`config.mk`:
```
export PLATFORM = sky130hd
export DESIGN_NAME = dofs_top
export DESIGN_NICKNAME = d
export VERILOG_FILES = /design/src/logic/dofs_pkg.sv /design/src/logic/dofs_top.sv
export SDC_FILE = /design/constraint.sdc
export NUM_CORES = 1
export LEC_CHECK = 0
export ABC_AREA = 1
export BUFFER_PORTS_ARGS = -buffer_cell sky130_fd_sc_hd__buf_2
export CAP_MARGIN = 0
export CORE_ASPECT_RATIO = 1.25
export CORE_MARGIN = 2
export CORE_UTILIZATION = 30
export DETAILED_ROUTE_END_ITERATION = 16
export GPL_TIMING_DRIVEN = 0
export PLACE_DENSITY_LB_ADDON = 0.05
export SETUP_SLACK_MARGIN = 0.5
export SYNTH_ARGS = -nofsm -noshare
export SYNTH_HDL_FRONTEND = slang
export SYNTH_SLANG_ARGS = --single-unit
```
`constraint.sdc`:
```
create_clock -name mclk -period 4.8 [get_ports mclk]
set_input_delay 0.96 -clock mclk [delete_from_list [all_inputs] [get_ports mclk]]
set_output_delay 0.96 -clock mclk [all_outputs]
set_load 0.01 [all_outputs]
```
`src/logic/dofs_pkg.sv`:
```
// Package for the digital output function select block
`default_nettype none
package dofs_pkg;
  // ********************************************************************
  // Parameter indices and reset values
  // ********************************************************************
  localparam logic [15:0] DOFS_IDX_OUT1 = 16'h2410;
  localparam logic [15:0] DOFS_IDX_OUT2 = 16'h2411;
  localparam logic [15:0] DOFS_IDX_OUT3 = 16'h2412;
  localparam logic [7:0] DOFS_RST_OUT1 = 8'h01;
  localparam logic [7:0] DOFS_RST_OUT2 = 8'h03;
  localparam logic [7:0] DOFS_RST_OUT3 = 8'h04;
  // ********************************************************************
  // Selection field layout
  // ********************************************************************
  localparam int DOFS_POL_BIT = 7;
  localparam int DOFS_FID_W = 7;
  localparam logic [7:0] DOFS_SEL_HOST = 8'h00;
  // Host digital-output object, bit of output one
  localparam int DOFS_HOST_BIT0 = 16;
  localparam int DOFS_NUM_OUT = 3;

  typedef struct packed {
    logic wr;
    logic [15:0] idx;
    logic [7:0] data;
  } dofs_par_req_s;
endpackage
`default_nettype wire

```
`src/logic/dofs_top.sv`:
```
// Digital output function select: selectors and output drivers
`timescale 1ns/100ps
`default_nettype none
module dofs_top
  import dofs_pkg::*;
#(
  parameter int NUM_FUNC = 128
)(
  input wire logic mclk,
  input wire logic nrst,
  input wire dofs_par_req_s par_req,
  input wire logic [15:0] par_rd_idx,
  output logic [7:0] par_rd_data,
  input wire logic [NUM_FUNC-1:0] func_status,
  input wire logic [31:0] host_do_obj,
  output logic digital_output_one,
  output logic digital_output_two,
  output logic digital_output_three
);
  // ********************************************************************
  // Elaboration checks
  // ********************************************************************
  if (NUM_FUNC < 1 || NUM_FUNC > (1 << DOFS_FID_W))
  begin : g_bad_width
    $error("NUM_FUNC out of range");
  end

  // ********************************************************************
  // Selector registers
  // ********************************************************************
  logic [7:0] sel_q [DOFS_NUM_OUT];
  logic [DOFS_NUM_OUT-1:0] out_q;
  logic [DOFS_NUM_OUT-1:0] out_d;

  // Unlisted indices are ignored; a restart is never needed
  always_ff @(posedge mclk)
  begin
    if (!nrst)
    begin
      sel_q[0] <= DOFS_RST_OUT1;
      sel_q[1] <= DOFS_RST_OUT2;
      sel_q[2] <= DOFS_RST_OUT3;
    end
    else if (par_req.wr)
    begin
      case (par_req.idx)
        DOFS_IDX_OUT1: sel_q[0] <= par_req.data;
        DOFS_IDX_OUT2: sel_q[1] <= par_req.data;
        DOFS_IDX_OUT3: sel_q[2] <= par_req.data;
        default: ;
      endcase
    end
  end

  // Unmapped reads return zero
  always_ff @(posedge mclk)
  begin
    if (!nrst)
      par_rd_data <= 8'h00;
    else
    begin
      case (par_rd_idx)
        DOFS_IDX_OUT1: par_rd_data <= sel_q[0];
        DOFS_IDX_OUT2: par_rd_data <= sel_q[1];
        DOFS_IDX_OUT3: par_rd_data <= sel_q[2];
        default: par_rd_data <= 8'h00;
      endcase
    end
  end

  // ********************************************************************
  // Output decode
  // ********************************************************************
  // Codes beyond NUM_FUNC read as inactive; the host must avoid them
  function automatic logic drive_level(input logic [7:0] sel,
                                       input logic [NUM_FUNC-1:0] st,
                                       input logic host_bit);
    logic [DOFS_FID_W-1:0] fid;
    logic act;
    fid = sel[DOFS_FID_W-1:0];
    act = (int'(fid) < NUM_FUNC) ? st[fid] : 1'b0;
    if (sel == DOFS_SEL_HOST)
      drive_level = host_bit;
    else if (sel[DOFS_POL_BIT])
      drive_level = act;
    else
      drive_level = ~act;
  endfunction

  for (genvar i = 0; i < DOFS_NUM_OUT; i++)
  begin : g_out
    always_comb
    begin
      out_d[i] = drive_level(sel_q[i], func_status,
                             host_do_obj[DOFS_HOST_BIT0 + i]);
    end
  end

  // Outputs idle inactive (high, normally open) during reset
  always_ff @(posedge mclk)
  begin
    if (!nrst)
      out_q <= '1;
    else
      out_q <= out_d;
  end

  assign digital_output_one = out_q[0];
  assign digital_output_two = out_q[1];
  assign digital_output_three = out_q[2];

  // ********************************************************************
  // Assertions
  // ********************************************************************
  logic [DOFS_FID_W-1:0] fid1;
  assign fid1 = sel_q[0][DOFS_FID_W-1:0];

  chk_no_active_low: assert property (
    @(posedge mclk) disable iff (!nrst)
    (sel_q[0] != DOFS_SEL_HOST && !sel_q[0][DOFS_POL_BIT]
     && int'(fid1) < NUM_FUNC && func_status[fid1])
    |=> !digital_output_one)
    else $error("normally-open output not low while active");

  chk_nc_active_high: assert property (
    @(posedge mclk) disable iff (!nrst)
    (sel_q[0][DOFS_POL_BIT] && int'(fid1) < NUM_FUNC
     && func_status[fid1])
    |=> digital_output_one)
    else $error("normally-close output not high while active");

  chk_host_pass: assert property (
    @(posedge mclk) disable iff (!nrst)
    (sel_q[2] == DOFS_SEL_HOST)
    |=> digital_output_three == $past(host_do_obj[DOFS_HOST_BIT0 + 2]))
    else $error("output three not following host bit 18");

  chk_sel_write: assert property (
    @(posedge mclk) disable iff (!nrst)
    (par_req.wr && par_req.idx == DOFS_IDX_OUT2)
    |=> sel_q[1] == $past(par_req.data) ##1
        ($past(par_rd_idx) != DOFS_IDX_OUT2
         || par_rd_data == $past(sel_q[1])))
    else $error("selector two write not taken");

  chk_immediate: assert property (
    @(posedge mclk) disable iff (!nrst)
    (par_req.wr && par_req.idx == DOFS_IDX_OUT2
     && par_req.data != DOFS_SEL_HOST)
    |=> ##1 digital_output_two ==
        ($past(par_req.data[DOFS_POL_BIT], 2) ~^
         ((($past(func_status) >> $past(par_req.data[DOFS_FID_W-1:0], 2))
           & NUM_FUNC'(1)) != '0)))
    else $error("new selector not applied within two cycles");

  // Function state per output, worked out apart from the decode
  // function so that the checks below do not lean on it
  logic [DOFS_NUM_OUT-1:0] fn_on;
  always_comb
  begin
    fn_on = '0;
    for (int i = 0; i < DOFS_NUM_OUT; i++)
    begin
      if (int'(sel_q[i][DOFS_FID_W-1:0]) < NUM_FUNC)
        fn_on[i] = func_status[sel_q[i][DOFS_FID_W-1:0]];
    end
  end

  // No disable here: this one watches the reset itself
  chk_reset_defaults: assert property (
    @(posedge mclk)
    !nrst
    |=> sel_q[0] == DOFS_RST_OUT1 && sel_q[1] == DOFS_RST_OUT2
        && sel_q[2] == DOFS_RST_OUT3 && out_q == '1
        && par_rd_data == 8'h00)
    else $error("reset did not restore selectors and pins");

  chk_no_idle_high: assert property (
    @(posedge mclk) disable iff (!nrst)
    (sel_q[0] != DOFS_SEL_HOST && !sel_q[0][DOFS_POL_BIT] && !fn_on[0])
    |=> digital_output_one)
    else $error("normally-open output not high while idle");

  chk_nc_three: assert property (
    @(posedge mclk) disable iff (!nrst)
    (sel_q[2][DOFS_POL_BIT] && fn_on[2])
    |=> digital_output_three)
    else $error("normally-close output three not high while active");

  chk_nc_idle_low: assert property (
    @(posedge mclk) disable iff (!nrst)
    (sel_q[2][DOFS_POL_BIT] && !fn_on[2])
    |=> !digital_output_three)
    else $error("normally-close output three not low while idle");

  chk_host_one: assert property (
    @(posedge mclk) disable iff (!nrst)
    (sel_q[0] == DOFS_SEL_HOST)
    |=> digital_output_one == $past(host_do_obj[DOFS_HOST_BIT0]))
    else $error("output one not following host bit 16");

  chk_host_two: assert property (
    @(posedge mclk) disable iff (!nrst)
    (sel_q[1] == DOFS_SEL_HOST)
    |=> digital_output_two == $past(host_do_obj[DOFS_HOST_BIT0 + 1]))
    else $error("output two not following host bit 17");

  // A stray index must leave every selector alone
  chk_stray_write: assert property (
    @(posedge mclk) disable iff (!nrst)
    (par_req.wr && par_req.idx != DOFS_IDX_OUT1
     && par_req.idx != DOFS_IDX_OUT2 && par_req.idx != DOFS_IDX_OUT3)
    |=> $stable(sel_q[0]) && $stable(sel_q[1]) && $stable(sel_q[2]))
    else $error("unlisted index changed a selector");

  chk_read_one: assert property (
    @(posedge mclk) disable iff (!nrst)
    (par_rd_idx == DOFS_IDX_OUT1)
    |=> par_rd_data == $past(sel_q[0]))
    else $error("selector one read-back wrong");

  cov_host_mode: cover property (@(posedge mclk) disable iff (!nrst)
    sel_q[0] == DOFS_SEL_HOST && host_do_obj[DOFS_HOST_BIT0]);
  cov_nc_mode: cover property (@(posedge mclk) disable iff (!nrst)
    sel_q[1][DOFS_POL_BIT] ##1 digital_output_two);
  cov_no_low: cover property (@(posedge mclk) disable iff (!nrst)
    !digital_output_three && sel_q[2] != DOFS_SEL_HOST);
  cov_nc_one: cover property (@(posedge mclk) disable iff (!nrst)
    sel_q[0][DOFS_POL_BIT] && fn_on[0]);
endmodule
`default_nettype wire

```
==> results_dict.tcl, run 1 <==
set metrics [dict create \
    maxCapViolations 0 \
    yosys.area.top_type_share 0.234 \
    nNetsFinal 1456 \
    peakVddDrop_mv 0.389 \
    syn_area_um2 5710 \
    utilization 0.380 \
    cp_cell_sequence "buf_2 -> nor2_1 -> nand3b_1 -> nor4_1 -> nand4_1 -> o21ai_0" \
    drt-met1-wl_mm 12.8 \
    fillers 2212 \
    cts_root_buf "clkbuf_16" \
    cp_max_fo 8 \
    cts_buffers 5 \
    antenna_left 0 \
    total_power_uw 1310 \
    synthMuxAreaShare 0 \
    slowest_stage "o21ai_0" \
    post_drt_wl_per_cell_um 21.9 \
    min_path_type "flip-flop to flip-flop" \
    ys_async_sr_fraction 0 \
    ys_seq_area_frac 0.165 \
    synth_seq_cells 35 \
    worstMarginPinSlew_ns 1.14 \
    hpwl_mm 24.6 \
    placed_cells 1478 \
    setup_violations 0 \
    p_leak_uw 0.00377 \
    drt_pass1_iterations 6 \
    syn2layout_area_growth_pct 24.3 \
    clk_pin_slew_ns 0.05 \
    cts_sinks 35 \
    rsz0062_at_grt "no" \
    crit_path_end_kind "flip-flop" \
    die_x_um 127 \
    top_layer "met4" \
    crit_buf_inv 1 \
    finalWirelength_mm 32.6 \
    post-cts-setup-buffer-count 0 \
    min_to "out_q[0]" \
    status "finished, final reports clean" \
    synth_commonest_cells "nand2_1, nand3_1, inv_1" \
    dr_wl_met2_mm 15.6 \
    io_buffers 184 \
    drcViolationCount 0 \
    grt_pass1_vias 7697 \
    grt_pass1_wl_mm 47.0 \
    track_usage 0.317 \
    synth_top_cell_by_area "nand2_1" \
    overflow 0 \
    synthCells 1062 \
    gp_congestion 1.00 \
    cp.arrival_ns 2.70 \
    dieHeight_um 158 \
    worstSetupPathType "input port to flip-flop" \
    synth_top_family_by_area "simple AND/OR/NAND/NOR gates" \
    synth_cell_types 31 \
    post_cts_resized 0 \
    synthXorXnorAreaFrac 0 \
    holdBufCountCts 0 \
    r2r-start "sel_q[0][3]" \
    viasPerCell 5.52 \
    clock_latency_ns 0.28 \
    cts_tree "built" \
    rrSetupSlack_ns 2.16 \
    wl_met3_mm 2.65 \
    design.core.area_um2 18700 \
    r2r_end "out_q[0]" \
    holdCritStartpoint "sel_q[0][7]" \
    hold_viol 0 \
    ys.flop_type "edfxtp_1" \
    ys_top_cells_by_area "nand2_1, nand3_1, edfxtp_1" \
    min_period_over_period 0.584 \
    reg2regPathDepth 14 \
    vias 8208 \
    slew_violations 0 \
    synth_edf_count 24 \
    start_kind "input port" \
    layout-drive-gt1-share 0.220 \
    grt_max_degree 12 \
    start_util 0.305 \
    synthAdderAreaFrac 0 \
    synth_compound_area_frac 0.181 \
    grt_antenna_before_repair 2 \
    critPathRequiredTime_ns 4.69 \
    synthSimpleGateAreaFrac 0.484 \
    fp.dieArea_um2 20200 \
    critPathTopFamily "compound AO/OA/AOI/OAI gates" \
    critical-path-max-stage-delay_ns 0.93 \
    num_rows 56 \
    powerDensity_nw_per_um2 185 \
    relSlewSlack 0.230 \
    period_needed_ns 2.80 \
    cts_buffer_depth 2 \
    syn_area_per_cell_um2 5.38 \
    drt-initial-drc-count 994 \
    yosysMostFrequentCell "nand2_1" \
    io_pins 214 \
    htree_levels 2 \
    fin_setup_tns_ns 0 \
    hold_depth 4 \
    ys_warn_count 0 \
    fmax_mhz 357 \
    synth_nets 1265 \
    skew_ns 0.00444 \
    final_cells 1488 \
]
state kept, by name, indices dropped and copies added (netlist names):
| name | cells |
|---|---|
| out_q | 3 |
| sel_q | 24 |
| par_rd_data | 8 |
power by group:
part | switching (µW) | internal [µW]
Clock | 122 | 258
Combinational | 384 | 201
Sequential | 15.3 | 335
Total | 521 | 794
how the worst max path moves through the flow:
stage / endpoint / slack, ns / depth (start not counted) / from
final: sel_q[0][14] / 2.00 / 6 / par_req[23]
after global routing: sel_q[0][14] / 1.76 / 6 / par_req[23]
after CTS: sel_q[0][13] / 1.91 / 6 / par_req[23]
after detailed placement: sel_q[0][14] / 1.61 / 6 / par_req[23]
after global placement: sel_q[0][9] / 1.62 / 6 / par_req[23]
after floorplan: sel_q[0][10] / 2.16 / 4 / par_req[11]
cell usage in the layout, fill, tap and decap left out, drive strengths merged:
cell type | synthesis | final
nand2 | 356 | 356
buf | 67 | 251
nand3 | 201 | 201
inv | 124 | 124
o21ai | 89 | 89
nor2 | 67 | 67
a21oi | 58 | 58
o211ai | 27 | 27
edfxtp | 24 | 24
dfxtp | 11 | 11
clkbuf | 3 | 9
nor4 | 6 | 6
nor3 | 6 | 6
nand4 | 4 | 4
o221ai | 4 | 4
o22ai | 4 | 4
clkinv | 3 | 4
nand3b | 3 | 3
diode | 0 | 2
a41oi | 2 | 2
or2 | 1 | 1
nor4b | 1 | 1
and3b | 1 | 1
bufinv | 0 | 1
stage by stage:
| stage | cell area [µm²] | setup WS, ns | hold slack [ns] |
|---|---|---|---|
| 5_1_grt | 7100 | 1.76 | 0.657 |
| 3_5_place_dp | 6920 | 1.61 | 0.591 |
| 6_report | 7100 | 2.00 | 0.606 |
| 3_3_place_gp | 6920 | 1.62 | 0.594 |
| 2_1_floorplan | 5710 | 2.16 | 0.541 |
| 4_1_cts | 7100 | 1.91 | 0.604 |
routing by layer:
layer  vias to the layer above  global-route usage
met5                         -                   0
met4                         0               0.154
met3                       100              0.0366
met2                       526               0.557
met1                      3703               0.383
li1                       3879                   -
worst min-delay path, cell delays in order (launching register included):
cell	delay [ns]
edfxtp_1	0.36
nand2_1	0.06
nand2_1	0.05
nand2_1	0.05
nand2_1	0.06
logic make-up (layout without fill, tap and decap cells):
kind of cell / Yosys count / count (layout)
buffers and inverters: 197 / 389
flip-flops: 35 / 35
AND/OR/NAND/NOR: 646 / 646
AO/OA/AOI/OAI: 184 / 184
other: 0 / 2
cell type report:
type	count	area, µm²	share of cell area
multi-input cells	830	3800	0.535
clock inverters	2	35.0	0.00493
well taps	232	290	0.0409
plain buffers	70	495	0.0698
inverters	127	477	0.0671
repair buffers	184	921	0.130
flip-flops and latches	35	941	0.132
clock buffers	6	139	0.0196
diodes	2	5.00	0.000705
Note: power is estimated with default switching activity, not from simulation.
==> inputs of run 2 (changes only) <==
- clock period: 4.8 -> 2.4 ns (I/O delays scaled with it)
==> results_dict.tcl, run 2 (synthesized netlist as in run 1, its figures left out) <==
set metrics [dict create \
    reg2regPathDepth 13 \
    fp.dieArea_um2 20200 \
    relSlewSlack 0.491 \
    drt-met1-wl_mm 12.5 \
    utilization 0.431 \
    htree_levels 2 \
    post_drt_wl_per_cell_um 21.8 \
    worstMarginPinSlew_ns 0.764 \
    min_period_over_period 0.807 \
    drcViolationCount 0 \
    cp_common_cell "nand2_1" \
    gp_congestion 0.996 \
    start_kind "flip-flop" \
    num_rows 56 \
    crit_path_end_kind "flip-flop" \
    cp_max_fo 10 \
    regMostFlops "sel_q" \
    critical-path-max-stage-delay_ns 0.49 \
    path_depth 13 \
    dr_wl_met2_mm 15.5 \
    min_path_type "input port to flip-flop" \
    die_x_um 127 \
    p_leak_uw 0.00414 \
    cp_cell_sequence "buf_6 -> buf_6 -> o21ai_1 -> o211ai_1 -> nand2_1 -> nor2_1 -> nor2_1 -> nand2_1 -> nand3_2 -> nand2_1 -> nand2_1 -> nand3_1 -> nand2_1" \
    overflow 0 \
    powerDensity_nw_per_um2 333 \
    syn2layout_area_growth_pct 41.1 \
    maxCapViolations 0 \
    viasPerCell 5.51 \
    multi_input_area_um2 4060 \
    cp.arrival_ns 2.10 \
    worstSetupPathType "flip-flop to flip-flop" \
    design.core.area_um2 18700 \
    clk_pin_slew_ns 0.05 \
    setup_violations 0 \
    start_util 0.305 \
    grt_max_degree 12 \
    cts_buffers 5 \
    grt_antenna_before_repair 0 \
    status "finished, final reports clean" \
    critPathRequiredTime_ns 2.56 \
    layout-drive-gt1-share 0.292 \
    clock_latency_ns 0.28 \
    critPathTopFamily "simple AND/OR/NAND/NOR gates" \
    fmax_mhz 517 \
    io_pins 214 \
    top_layer "met4" \
    nNetsFinal 1485 \
    antenna_left 0 \
    cts_buffer_depth 2 \
    antennaDiodeCount 0 \
    drt_pass1_iterations 6 \
    fin_setup_tns_ns 0 \
    wl_met3_mm 2.96 \
    final_common_cell "nand2_1" \
    top_regs "sel_q: 24 flops, par_rd_data: 8 flops, out_q: 3 flops" \
    hold_viol 0 \
    drt-initial-drc-count 904 \
    fin_hold_ws_ns 0.489 \
    peakVddDrop_mv 0.431 \
    slew_violations 0 \
    dieHeight_um 158 \
    vias 8350 \
    hold_depth 3 \
    crit_buf_inv 2 \
    period_needed_ns 1.94 \
    cts_root_buf "clkbuf_16" \
    skew_ns 0.00517 \
    grt_pass1_vias 7847 \
    track_usage 0.317 \
    io_buffers 184 \
    finalWirelength_mm 33.0 \
    regArea_um2 941 \
    rsz0062_at_grt "yes" \
    cts_tree "built" \
    grt_pass1_wl_mm 47.4 \
    final_cell_mix "nand2_1, buf_2, nand3_1" \
    hpwl_mm 24.2 \
    fillers 2096 \
    cts_sinks 35 \
    slowest_stage "edfxtp_1" \
    largest_reg_flops 24 \
]
run 2: cell types whose count changed in the layout (fill, tap and decap cells not counted), moves of 9 or more:
| cell | previous run | this run |
|---|---|---|
| nor2_2 | 0 | 9 |
| o21ai_0 | 69 | 49 |
| nor2_1 | 65 | 52 |
| nand3_2 | 3 | 16 |
| nand2_2 | 0 | 14 |
| buf_6 | 17 | 26 |
| buf_2 | 214 | 188 |
| nand2_1 | 356 | 339 |
| buf_12 | 0 | 14 |
| nand3_1 | 198 | 184 |
| buf_4 | 18 | 34 |
| o21ai_2 | 0 | 12 |
run 2: area by class of cell:
cell class	count	share of cell area
Clock inverter	2	0.00155
Multi-Input combinational cell	830	0.504
Clock buffer	6	0.0160
Buffer	70	0.100
Timing Repair Buffer	213	0.160
Sequential cell	35	0.117
Inverter	127	0.0648
Tap cell	232	0.0360
run 2: final timing paths:
path	start	to	slack, ns
max	sel_q[0][9]	out_q[1]	0.46
min reg2reg	sel_q[0][7]	out_q[0]	0.62
min	par_req[2]	sel_q[0][18]	0.49
max reg2reg	sel_q[0][9]	out_q[1]	0.46
run 2: worst min-delay path: cells and delay by family:
family / cells / cell delay (ns)
and+or+nand+nor: 1 / 0.06
buffers and inverters: 2 / 0.12
run 2: power by group:
group / leakage [µW] / internal [µW] / switching, µW
sequential: 0.000320 / 671 / 25.2
clock: 0.0000669 / 382 / 226
combinational: 0.00375 / 539 / 841
total: 0.00414 / 1590 / 1090
run 2: what timing repair did:
item                                    CTS  global route
resized for setup                       126            81
endpoints found under the setup margin    3            27
cloned                                    3             3
hold buffers                              0             0
pin swaps                                19            38
buffers inserted                         18             5
run 2: stage by stage:
step | worst slack (ns) | area (µm²) | total power (µW) | std cells
2_1_floorplan | 0.610 | 5720 | 1340 | 1062
3_3_place_gp | -0.0438 | 6930 | 1840 | 1478
3_5_place_dp | -0.0705 | 6930 | 1840 | 1478
4_1_cts | 0.488 | 7700 | 2590 | 1507
5_1_grt | 0.337 | 8060 | 2820 | 1515
6_report | 0.464 | 8060 | 2680 | 1515
run 2: routing by layer:
metal,GRT usage,vias to the layer above
met5,0,-
li1,-,3931
met4,0.170,0
met1,0.377,3805
met3,0.0491,120
met2,0.550,494
